## config.mk

```make
export PLATFORM = sky130hd
export DESIGN_NAME = tws_slave_rx
export DESIGN_NICKNAME = d
export VERILOG_FILES = /design/src/design/tws_pkg.sv /design/src/design/tws_slave_rx.sv
export SDC_FILE = /design/constraint.sdc
export NUM_CORES = 1
export LEC_CHECK = 0
export ABC_CLOCK_PERIOD_IN_PS = 3200
export BUFFER_PORTS_ARGS = -buffer_cell sky130_fd_sc_hd__buf_4
export CORE_MARGIN = 5
export CORE_UTILIZATION = 55
export DETAILED_ROUTE_END_ITERATION = 16
export PLACE_DENSITY = 0.8
export SLEW_MARGIN = 40
export SYNTH_ARGS = -nofsm -noshare
export SYNTH_HDL_FRONTEND = slang
export SYNTH_SLANG_ARGS = --single-unit
export TNS_END_PERCENT = 100
```

## constraint.sdc

```tcl
create_clock -name hclk -period 3.2 [get_ports hclk]
set_input_delay 0.16 -clock hclk [delete_from_list [all_inputs] [get_ports hclk]]
set_output_delay 0.16 -clock hclk [all_outputs]
set_load 0.05 [all_outputs]
```

## src/design/tws_pkg.sv

```systemverilog
package tws_pkg;

  localparam logic [31:0] ADDR_CTRL = 32'h0000_0000;
  localparam logic [31:0] ADDR_STATUS = 32'h0000_0004;
  localparam logic [31:0] ADDR_DATA = 32'h0000_0008;
  localparam logic [31:0] ADDR_OWN = 32'h0000_000C;
  localparam logic [31:0] ADDR_IRQ_STAT = 32'h0000_0010;
  localparam logic [31:0] ADDR_IRQ_MASK = 32'h0000_0014;

  localparam int CTRL_SERVICE = 7;
  localparam int CTRL_ACK = 6;
  localparam int CTRL_START = 5;
  localparam int CTRL_STOP = 4;
  localparam int CTRL_ENABLE = 2;

  localparam int OWN_GCE = 0;

  localparam int IRQ_SERVICE = 0;
  localparam int IRQ_START_SENT = 1;
  localparam int IRQ_W = 2;

  localparam logic [7:0] ST_IDLE = 8'hF8;
  localparam logic [7:0] ST_OWN_W = 8'h60;
  localparam logic [7:0] ST_GC = 8'h70;
  localparam logic [7:0] ST_GC_LOST = 8'h78;
  localparam logic [7:0] ST_OWN_ACK = 8'h80;
  localparam logic [7:0] ST_OWN_NACK = 8'h88;
  localparam logic [7:0] ST_GC_ACK = 8'h90;
  localparam logic [7:0] ST_GC_NACK = 8'h98;
  localparam logic [7:0] ST_STOP = 8'hA0;
  localparam logic [7:0] ST_OWN_R = 8'hA8;
  localparam logic [7:0] ST_TX_ACK = 8'hB8;
  localparam logic [7:0] ST_TX_NACK = 8'hC0;

  localparam logic [6:0] BROADCAST_ADDRESS = 7'h00;
  localparam logic [6:0] OWN_ADDR_RESET = 7'h00;

  // bus-free hold before a queued start, and start hold / low time
  localparam int T_BUF_NS = 4700;
  localparam int CLK_NS = 40;
  localparam int BUF_CYC = (T_BUF_NS + CLK_NS - 1) / CLK_NS;
  localparam logic [7:0] BUF_CYC_W = 8'(BUF_CYC);

  typedef struct packed {
    logic sda;
    logic scl;
  } tws_line_t;

  typedef struct packed {
    logic ack_enable;
    logic start_request;
    logic stop_request;
    logic enable;
  } tws_ctrl_t;

endpackage : tws_pkg

```

## src/design/tws_slave_rx.sv

```systemverilog
// Implementation choices: the register offsets and register access over AHB-Lite.
`timescale 1ns/100ps
`default_nettype none
// Function
// - gc data acked gives 0x90, next byte acked per ack_enable
// - gc data nacked gives 0x98, then not-addressed slave after service
// - stop or repeated start while addressed as receiver gives 0xA0, then not-addressed
// - exit with ack_enable 0 ignores own address and broadcast address
// - exit with ack_enable 1 sees own address, broadcast only if enabled
// - start_request on exit queues a start once the bus is free
// - broadcast then data gives 0x90 per acked byte, stop gives 0xA0
// - unacked final broadcast byte gives 0x98 not 0x90
// - slave transmitter sends data bytes to the addressing master
// - arbitration lost then broadcast-addressed gives 0x78, stays receiver
// - broadcast address acked gives 0x70, then receives data
// - own-address data nacked gives 0x88, then not-addressed with same exits
module tws_slave_rx (
  input wire logic hclk,
  input wire logic hresetn,
  input wire logic hsel,
  input wire logic [31:0] haddr,
  input wire logic [1:0] htrans,
  input wire logic hwrite,
  input wire logic [2:0] hsize,
  input wire logic [31:0] hwdata,
  input wire logic hready,
  output logic [31:0] hrdata,
  output logic hreadyout,
  output logic hresp,
  input wire logic scl_i,
  output logic scl_o,
  output logic scl_oe,
  input wire logic sda_i,
  output logic sda_o,
  output logic sda_oe,
  input wire logic arb_lost,
  output logic irq
);

  typedef enum logic [2:0] {
    PH_IDLE,
    PH_BITS,
    PH_ACK,
    PH_WAIT,
    PH_START
  } tws_phase_t;

  localparam int IRQ_W_L = tws_pkg::IRQ_W;

  typedef struct packed {
    logic [1:0] scl_s;
    logic [1:0] sda_s;
    tws_pkg::tws_line_t prev;
    tws_pkg::tws_ctrl_t ctrl;
    logic service;
    logic gce;
    logic [6:0] own_addr;
    logic [7:0] status;
    logic [7:0] shift;
    logic [7:0] data;
    logic [3:0] nbit;
    tws_phase_t ph;
    logic addressed;
    logic gc_mode;
    logic tx_mode;
    logic addr_byte;
    logic ack_now;
    logic pend_exit;
    logic pend_start;
    logic busy;
    logic [7:0] buf_cnt;
    logic sda_drive;
    logic [IRQ_W_L-1:0] ist;
    logic [IRQ_W_L-1:0] imask;
    logic [31:0] rdata;
    logic [31:0] waddr;
    logic wpend;
  } tws_state_t;

  tws_state_t q, d;
  logic scl_rise, scl_fall, start_c, stop_c;

  function automatic logic [31:0] rd_mux(input tws_state_t s, input logic [31:0] a);
    logic [31:0] r;
    r = 32'h0000_0000;
    unique case (a)
      tws_pkg::ADDR_CTRL: begin
        r[tws_pkg::CTRL_SERVICE] = s.service;
        r[tws_pkg::CTRL_ACK] = s.ctrl.ack_enable;
        r[tws_pkg::CTRL_START] = s.ctrl.start_request;
        r[tws_pkg::CTRL_STOP] = s.ctrl.stop_request;
        r[tws_pkg::CTRL_ENABLE] = s.ctrl.enable;
      end
      tws_pkg::ADDR_STATUS: r = {24'h00_0000, s.status[7:3], 3'b000};
      tws_pkg::ADDR_DATA: r = {24'h00_0000, s.data};
      tws_pkg::ADDR_OWN: r = {24'h00_0000, s.own_addr, s.gce};
      tws_pkg::ADDR_IRQ_STAT: r = {30'h0000_0000, s.ist};
      tws_pkg::ADDR_IRQ_MASK: r = {30'h0000_0000, s.imask};
      default: r = 32'h0000_0000;
    endcase
    return r;
  endfunction : rd_mux

  // broadcast decode is shared by recognition, mode and status
  function automatic logic is_broadcast(input logic [7:0] b);
    return b[7:1] == tws_pkg::BROADCAST_ADDRESS;
  endfunction : is_broadcast

  // status after an acknowledged address byte
  function automatic logic [7:0] addr_status(input logic [7:0] b, input logic lost);
    logic [7:0] st;
    if (b[0]) begin
      st = tws_pkg::ST_OWN_R;
    end else if (is_broadcast(b)) begin
      st = lost ? tws_pkg::ST_GC_LOST : tws_pkg::ST_GC;
    end else begin
      st = tws_pkg::ST_OWN_W;
    end
    return st;
  endfunction : addr_status

  // status after a received data byte, by addressing mode and ack
  function automatic logic [7:0] rx_status(input logic gc, input logic acked);
    logic [7:0] st;
    if (gc) begin
      st = acked ? tws_pkg::ST_GC_ACK : tws_pkg::ST_GC_NACK;
    end else begin
      st = acked ? tws_pkg::ST_OWN_ACK : tws_pkg::ST_OWN_NACK;
    end
    return st;
  endfunction : rx_status

  // one next-state process; bus writes first so line events below win
  always_comb begin
    d = q;
    d.scl_s = {q.scl_s[0], scl_i};
    d.sda_s = {q.sda_s[0], sda_i};
    d.prev = '{sda: q.sda_s[1], scl: q.scl_s[1]};
    scl_rise = q.scl_s[1] & ~q.prev.scl;
    scl_fall = ~q.scl_s[1] & q.prev.scl;
    start_c = q.scl_s[1] & q.prev.scl & q.prev.sda & ~q.sda_s[1];
    stop_c = q.scl_s[1] & q.prev.scl & ~q.prev.sda & q.sda_s[1];
    // bus write data phase
    if (q.wpend) begin
      d.wpend = 1'b0;
      unique case (q.waddr)
        tws_pkg::ADDR_CTRL: begin
          d.ctrl.ack_enable = hwdata[tws_pkg::CTRL_ACK];
          d.ctrl.start_request = hwdata[tws_pkg::CTRL_START];
          d.ctrl.stop_request = hwdata[tws_pkg::CTRL_STOP];
          d.ctrl.enable = hwdata[tws_pkg::CTRL_ENABLE];
          if (hwdata[tws_pkg::CTRL_SERVICE] && q.service) begin
            d.service = 1'b0;
            if (q.pend_exit) begin
              d.pend_exit = 1'b0;
              d.addressed = 1'b0;
              d.gc_mode = 1'b0;
              d.tx_mode = 1'b0;
              d.ph = PH_IDLE;
              d.pend_start = hwdata[tws_pkg::CTRL_START];
            end
          end
        end
        tws_pkg::ADDR_DATA: d.data = hwdata[7:0];
        tws_pkg::ADDR_OWN: begin
          d.own_addr = hwdata[7:1];
          d.gce = hwdata[tws_pkg::OWN_GCE];
        end
        tws_pkg::ADDR_IRQ_STAT: d.ist = q.ist & ~hwdata[IRQ_W_L-1:0];
        tws_pkg::ADDR_IRQ_MASK: d.imask = hwdata[IRQ_W_L-1:0];
        default: d.wpend = 1'b0;
      endcase
    end
    if (hsel && hready && htrans[1]) begin
      d.wpend = hwrite;
      d.waddr = {haddr[31:2], 2'b00};
      d.rdata = rd_mux(q, {haddr[31:2], 2'b00});
    end
    if (start_c) d.busy = 1'b1;
    if (stop_c) d.busy = 1'b0;
    if (q.ctrl.enable) begin
      if ((start_c || stop_c) && q.addressed && !q.tx_mode && !q.service) begin
        d.status = tws_pkg::ST_STOP;
        d.service = 1'b1;
        d.pend_exit = 1'b1;
        d.ph = PH_WAIT;
      end else if (start_c && q.ph != PH_START) begin
        // our own queued start must not restart address reception
        d.ph = PH_BITS;
        d.addr_byte = 1'b1;
        // a stale read direction would drive sda during the next address
        d.tx_mode = 1'b0;
        d.nbit = 4'h0;
        d.addressed = 1'b0;
      end else if (stop_c && !q.addressed) begin
        d.ph = PH_IDLE;
      end
      unique case (q.ph)
        PH_BITS: begin
          if (scl_rise && !q.tx_mode) begin
            d.shift = {q.shift[6:0], q.sda_s[1]};
            d.nbit = q.nbit + 4'h1;
          end
          if (scl_fall && q.tx_mode) begin
            d.sda_drive = ~q.shift[7];
            d.shift = {q.shift[6:0], 1'b1};
            d.nbit = q.nbit + 4'h1;
          end
          if (scl_fall && q.nbit == 4'h8) begin
            d.ph = PH_ACK;
            d.sda_drive = 1'b0;
            if (q.addr_byte) begin
              // recognition only while ack_enable is set
              d.ack_now = q.ctrl.ack_enable &&
                ((q.shift[7:1] == q.own_addr) ||
                 (is_broadcast(q.shift) && q.gce && !q.shift[0]));
              d.sda_drive = d.ack_now;
            end else if (!q.tx_mode) begin
              d.ack_now = q.ack_now;
              d.sda_drive = q.ack_now;
            end
          end
        end
        PH_ACK: begin
          if (scl_fall) begin
            d.sda_drive = 1'b0;
            d.ph = PH_WAIT;
            d.service = 1'b1;
            if (q.tx_mode) begin
              d.status = q.sda_s[1] ? tws_pkg::ST_TX_NACK : tws_pkg::ST_TX_ACK;
              d.pend_exit = q.sda_s[1];
            end else if (q.addr_byte) begin
              d.addr_byte = 1'b0;
              d.addressed = q.ack_now;
              d.gc_mode = is_broadcast(q.shift);
              d.tx_mode = q.shift[0];
              if (!q.ack_now) begin
                d.service = 1'b0;
                d.ph = PH_IDLE;
              end else begin
                d.status = addr_status(q.shift, arb_lost);
              end
            end else begin
              d.data = q.shift;
              d.status = rx_status(q.gc_mode, q.ack_now);
              d.pend_exit = !q.ack_now;
            end
          end
        end
        PH_WAIT: begin
          if (!q.service && !q.wpend) begin
            d.ph = q.addressed ? PH_BITS : PH_IDLE;
            d.nbit = 4'h0;
            d.ack_now = q.ctrl.ack_enable;
            // bit 7 goes out one cycle after scl_oe has dropped and the stretch is released
            if (q.tx_mode) begin
              d.sda_drive = ~q.data[7];
              d.shift = {q.data[6:0], 1'b1};
              d.nbit = 4'h1;
            end
          end
        end
        PH_START: begin
          if (q.buf_cnt == tws_pkg::BUF_CYC_W) begin
            // releasing sda here shows the bus a stop, which frees it again
            d.ph = PH_IDLE;
            d.pend_start = 1'b0;
            d.sda_drive = 1'b0;
            d.ist[tws_pkg::IRQ_START_SENT] = 1'b1;
          end else begin
            d.sda_drive = 1'b1;
            d.buf_cnt = q.buf_cnt + 8'h01;
          end
        end
        default: begin
          // the bus must stay free for the whole count before our start
          if (q.pend_start && !q.busy) begin
            if (q.buf_cnt == tws_pkg::BUF_CYC_W) begin
              d.ph = PH_START;
              d.buf_cnt = 8'h00;
            end else begin
              d.buf_cnt = q.buf_cnt + 8'h01;
            end
          end else begin
            d.buf_cnt = 8'h00;
          end
        end
      endcase
    end
    // set wins over a same-cycle clear
    if (d.service && !q.service) d.ist[tws_pkg::IRQ_SERVICE] = 1'b1;
  end

  always_ff @(posedge hclk or negedge hresetn) begin
    if (!hresetn) begin
      q.scl_s <= 2'b11;
      q.sda_s <= 2'b11;
      q.prev <= 2'b11;
      q.ctrl <= '0;
      q.service <= 1'b0;
      q.gce <= 1'b0;
      q.own_addr <= tws_pkg::OWN_ADDR_RESET;
      q.status <= tws_pkg::ST_IDLE;
      q.shift <= 8'h00;
      q.data <= 8'h00;
      q.nbit <= 4'h0;
      q.ph <= PH_IDLE;
      q.addressed <= 1'b0;
      q.gc_mode <= 1'b0;
      q.tx_mode <= 1'b0;
      q.addr_byte <= 1'b0;
      q.ack_now <= 1'b0;
      q.pend_exit <= 1'b0;
      q.pend_start <= 1'b0;
      q.busy <= 1'b0;
      q.buf_cnt <= 8'h00;
      q.sda_drive <= 1'b0;
      q.ist <= '0;
      q.imask <= '0;
      q.rdata <= 32'h0000_0000;
      q.waddr <= 32'h0000_0000;
      q.wpend <= 1'b0;
    end else begin
      q <= d;
    end
  end

  // zero wait states: every register answers in the data phase
  assign hrdata = q.rdata;
  assign hreadyout = 1'b1;
  assign hresp = 1'b0;
  // open drain: the pins only ever pull low, the pull-ups make the highs
  assign scl_o = 1'b0;
  // stretch only while a status waits for software
  assign scl_oe = q.service && q.ph == PH_WAIT;
  assign sda_o = 1'b0;
  assign sda_oe = q.sda_drive;
  assign irq = |(q.ist & q.imask);

endmodule : tws_slave_rx
`default_nettype wire

```

Word level (Yosys, flattened, before mapping). Index checks and enable logic that the tools add are counted.

Register bits: 110. Bits of input ports: 77. Output and inout port bits: 39.

Add/subtract/negate cells: 2. Equal/unequal tests: 25. Muxes and demuxes: 107. Bitwise gates (word level): 17. Reduce and logical (&&, ||, !) cells: 45.

Operators with widths (count): $mux W8 (21); $eq A30 B2 Y1 const B (4); $eq A30 B3 Y1 const B (4); $mux W1 (39); $mux W4 (9); $mux W6 (6); $logic_not A32 Y1 (1); $pmux W8 S2 (2); $eq A30 B1 Y1 const B (1); $logic_not A30 Y1 (1); $mux W22 (1); $mux W3 (7); $mux W7 (3); $logic_and A1 B1 Y1 (18); $mux W2 (8); $pmux W4 S4 (1); $ne A2 B2 Y1 const B (6); $pmux W3 S4 (1); $mux W5 (2); $reduce_and A5 Y1 (2); $mux W9 (1); $ne A3 B3 Y1 const B (3); $add A8 B1 Y8 const B (1); $eq A8 B7 Y1 const B (1); 25 further kinds (53).

Longest topological paths before layout.
Depth in word-level cells: 14. Gate-level depth with buffers: 8.

Worst setup path after synthesis. Ideal clock, no wire load.

Kind: register to register. Start: reg q[28] in the netlist's numbering. End: reg q[100] in the netlist's numbering. Library setup time: 0.137 ns. Arrival: 2.027 ns. Data required time: 3.063 ns. Path slack: 1.035 ns. Stages on the path, launching flop included: 6. Path buffers: 0. Clock period less this slack: 2.165 ns. Cell sequence: dfrtp_1 > or4_4 > or4b_4 > nor3_4 > mux2i_1 > a21oi_1.

RTL lines: start, declared (RTL line tws_slave_rx.sv:80) `tws_state_t q, d;`.

==> qor.txt <==
maxcap violations: 0
# hold bufs at CTS: 3
via count: 4537
commonest non-fill, non-tap cell in the layout: dfrtp_1
Net Sw Frac: 25.6%
Iter 0 DRT Violations: 427
Switching Power: 704 uW
fin crit period: 2.47 ns
final setup vio count: 0
Detail Route Antenna Nets: 0
post-synth cell types: 63
input/output buffers: 57
Total Routed Length: 13.5 mm
critical path type: flop to flop
Pleak: 2.76 nW
Critical Path AT: 2.77 ns
Tightest Hold Check Type: input port to flop
postcts setup bufs: 0
WL/cell: 17.8 um
router iterations before antenna repair: 5
worst setup path start: q[87]
routability cong.: 0.905
Avg Cell Area, Syn: 10.1 um^2
Critical Path End Type: flop
Worst slew margin: 51.6%
die width: 113 um
largest net degree at the start of global routing: 70
status: finished clean
Final nets: 697
Top FF cell, synth: dfrtp_1
Fin Setup TNS: 0 ns
cell count after synthesis: 573
Final Hold Fails: 0
GRT overflow: 0
CTS tree: built
post-route clock period utilization: 77.3%
Worst R2R Start: q[87]
Power Density: 428 nW/um^2
FP Rows: 37
layout cells sized above 1: 24.2%
Worst Setup Start Kind: flop
vias in the first global route: 4616
Logic pwr share: 12.4%
FFs w/ async S/R, synth: 100%
number of antenna violations at the first check in global routing: 0
worst-case clock buffer depth: 2
clock sinks: 107
Worst VDD drop: 0.000362 V
Tot Pwr: 2.75 mW
Post-synth EDFFs: 0
WHS Path Cells: 2
H-tree depth: 3
Final HPWL DP: 9.97 mm
Inst Count DP: 738
Routed met3 length: 789 um
gr usage total: 21.9%
Synth Register Bits: 107
Syn-to-layout area delta: 10.9%
worst setup margin: 0.727 ns
worst-path maximum fanout: 17
internal power: 2.05 mW
Antenna Diode Count: 0
worst slew pin tran: 0.726 ns
most frequent cells in the layout: 96 x dfrtp_1, 59 x buf_4, 51 x mux2_2
clock latency on the worst-skew pair: 0.37 ns
Final Max Tran Viols: 0
Post-Syn Area: 5800 um^2
WHS: 0.0272 ns
DRC Markers: 0
clk_skew: 0.00772 ns
die area: 12700 um^2
clk root buf: clkbuf_8
CTS clk-pin slew, worst paths: 0.09 ns
starting density of the core: 56.1%
hold_sp: haddr[27]
met2 WL: 6.50 mm
worst slack at placement: 0.772 ns
cell count of the worst reg-to-reg path: 5
Seq pwr share: 54.9%
maximum clock frequency: 404 MHz
Yosys warnings: 0
TritonCTS buffer count: 9
Seq/Total Area, Yosys: 46.4%
Die Span Y: 113 um
global-route wire length before repair: 22.7 mm
Data required, critical path: 3.49 ns
clock share of power: 32.7%
vias per cell: 5.99
I/O pin count: 116
RSZ-0062 raised after global routing: false
Finished Layout Cells: 757
core area: 10300 um^2
# fillers: 854
cts repair resizes: 0
uppermost routed layer: met4
WL met1: 5.93 mm
R2R setup slack: 0.73 ns
-- synthesized netlist by cell type, drive strengths merged (10+ instances only) --
library cell | instances | area share (%)
a21oi | 28 | 2.4
a22oi | 10 | 1.3
a31oi | 12 | 1.3
buf | 38 | 4.8
clkbuf | 20 | 1.3
dfrtp | 96 | 41
dfstp | 11 | 5.0
inv | 15 | 0.97
mux2 | 51 | 9.9
nand2 | 45 | 2.9
nand3 | 18 | 1.6
nor2 | 48 | 3.1
nor3 | 10 | 1.1
nor4 | 16 | 2.0
o21ai | 16 | 1.4
o31ai | 10 | 1.3
xnor2 | 13 | 2.0
-- worst paths after layout --
kind,end
min in group asynchronous,q[104]
setup / recovery,q[87]
hold reg to reg,d[131]
hold / removal,q[28]
setup reg to reg,q[87]
max in group asynchronous,q[24]
-- cell type report --
cell class                      instances  area (um^2)  area share [%]
Clock buffer                           14          153            2.37
Sequential cell                       107         2690            41.9
Multi-Input combinational cell        419         2800            43.5
Clock inverter                          2         60.1           0.934
Inverter                               15         56.3           0.876
Timing Repair Buffer                   64          504            7.84
Tap cell                              136          170            2.65
-- power by group through the flow --
stage	Clock, mW	Combinational (mW)	Sequential [mW]
2_1_floorplan	0	0.256	1.51
3_3_place_gp	0	0.326	1.53
3_5_place_dp	0	0.338	1.53
4_1_cts	0.921	0.342	1.51
5_1_grt	0.975	0.374	1.52
6_report	0.900	0.342	1.51
-- flip-flops by register name, summed over array words and instances, names as in the netlist --
name / count
d: 4
hrdata: 8
q: 94
sda_oe: 1
-- cell families after synthesis --
family	synth area share (%)
xor gates and xnor gates	2.42
AOI/OAI and AO/OA	13.7
and+or+nand+nor	17.9
adders and majority gates	0.864
muxes	11.5
other	0.130
DFF	46.4
buffers and inverters	7.10
-- metrics by stage --
step	utilization (%)	area, um^2
2_1_floorplan	-	5890
3_3_place_gp	59.9	6180
3_5_place_dp	59.9	6190
4_1_cts	62.3	6430
5_1_grt	62.3	6430
6_report	62.3	6430
-- worst max-delay path, stage by stage (launching register included) --
cell and delay (ns):
dfrtp_1 0.65, nor4bb_1 0.53, nand3_1 0.33, o21ai_0 0.61, a31oi_1 0.10, a32oi_1 0.18
-- metal layers --
layer | vias to the layer above | global-route usage, %
met4 | 0 | 6.73
met1 | 2221 | 29.3
met5 | - | 0
li1 | 2107 | -
met3 | 34 | 5.01
met2 | 175 | 35.7
(Power assumes the default switching activity.)
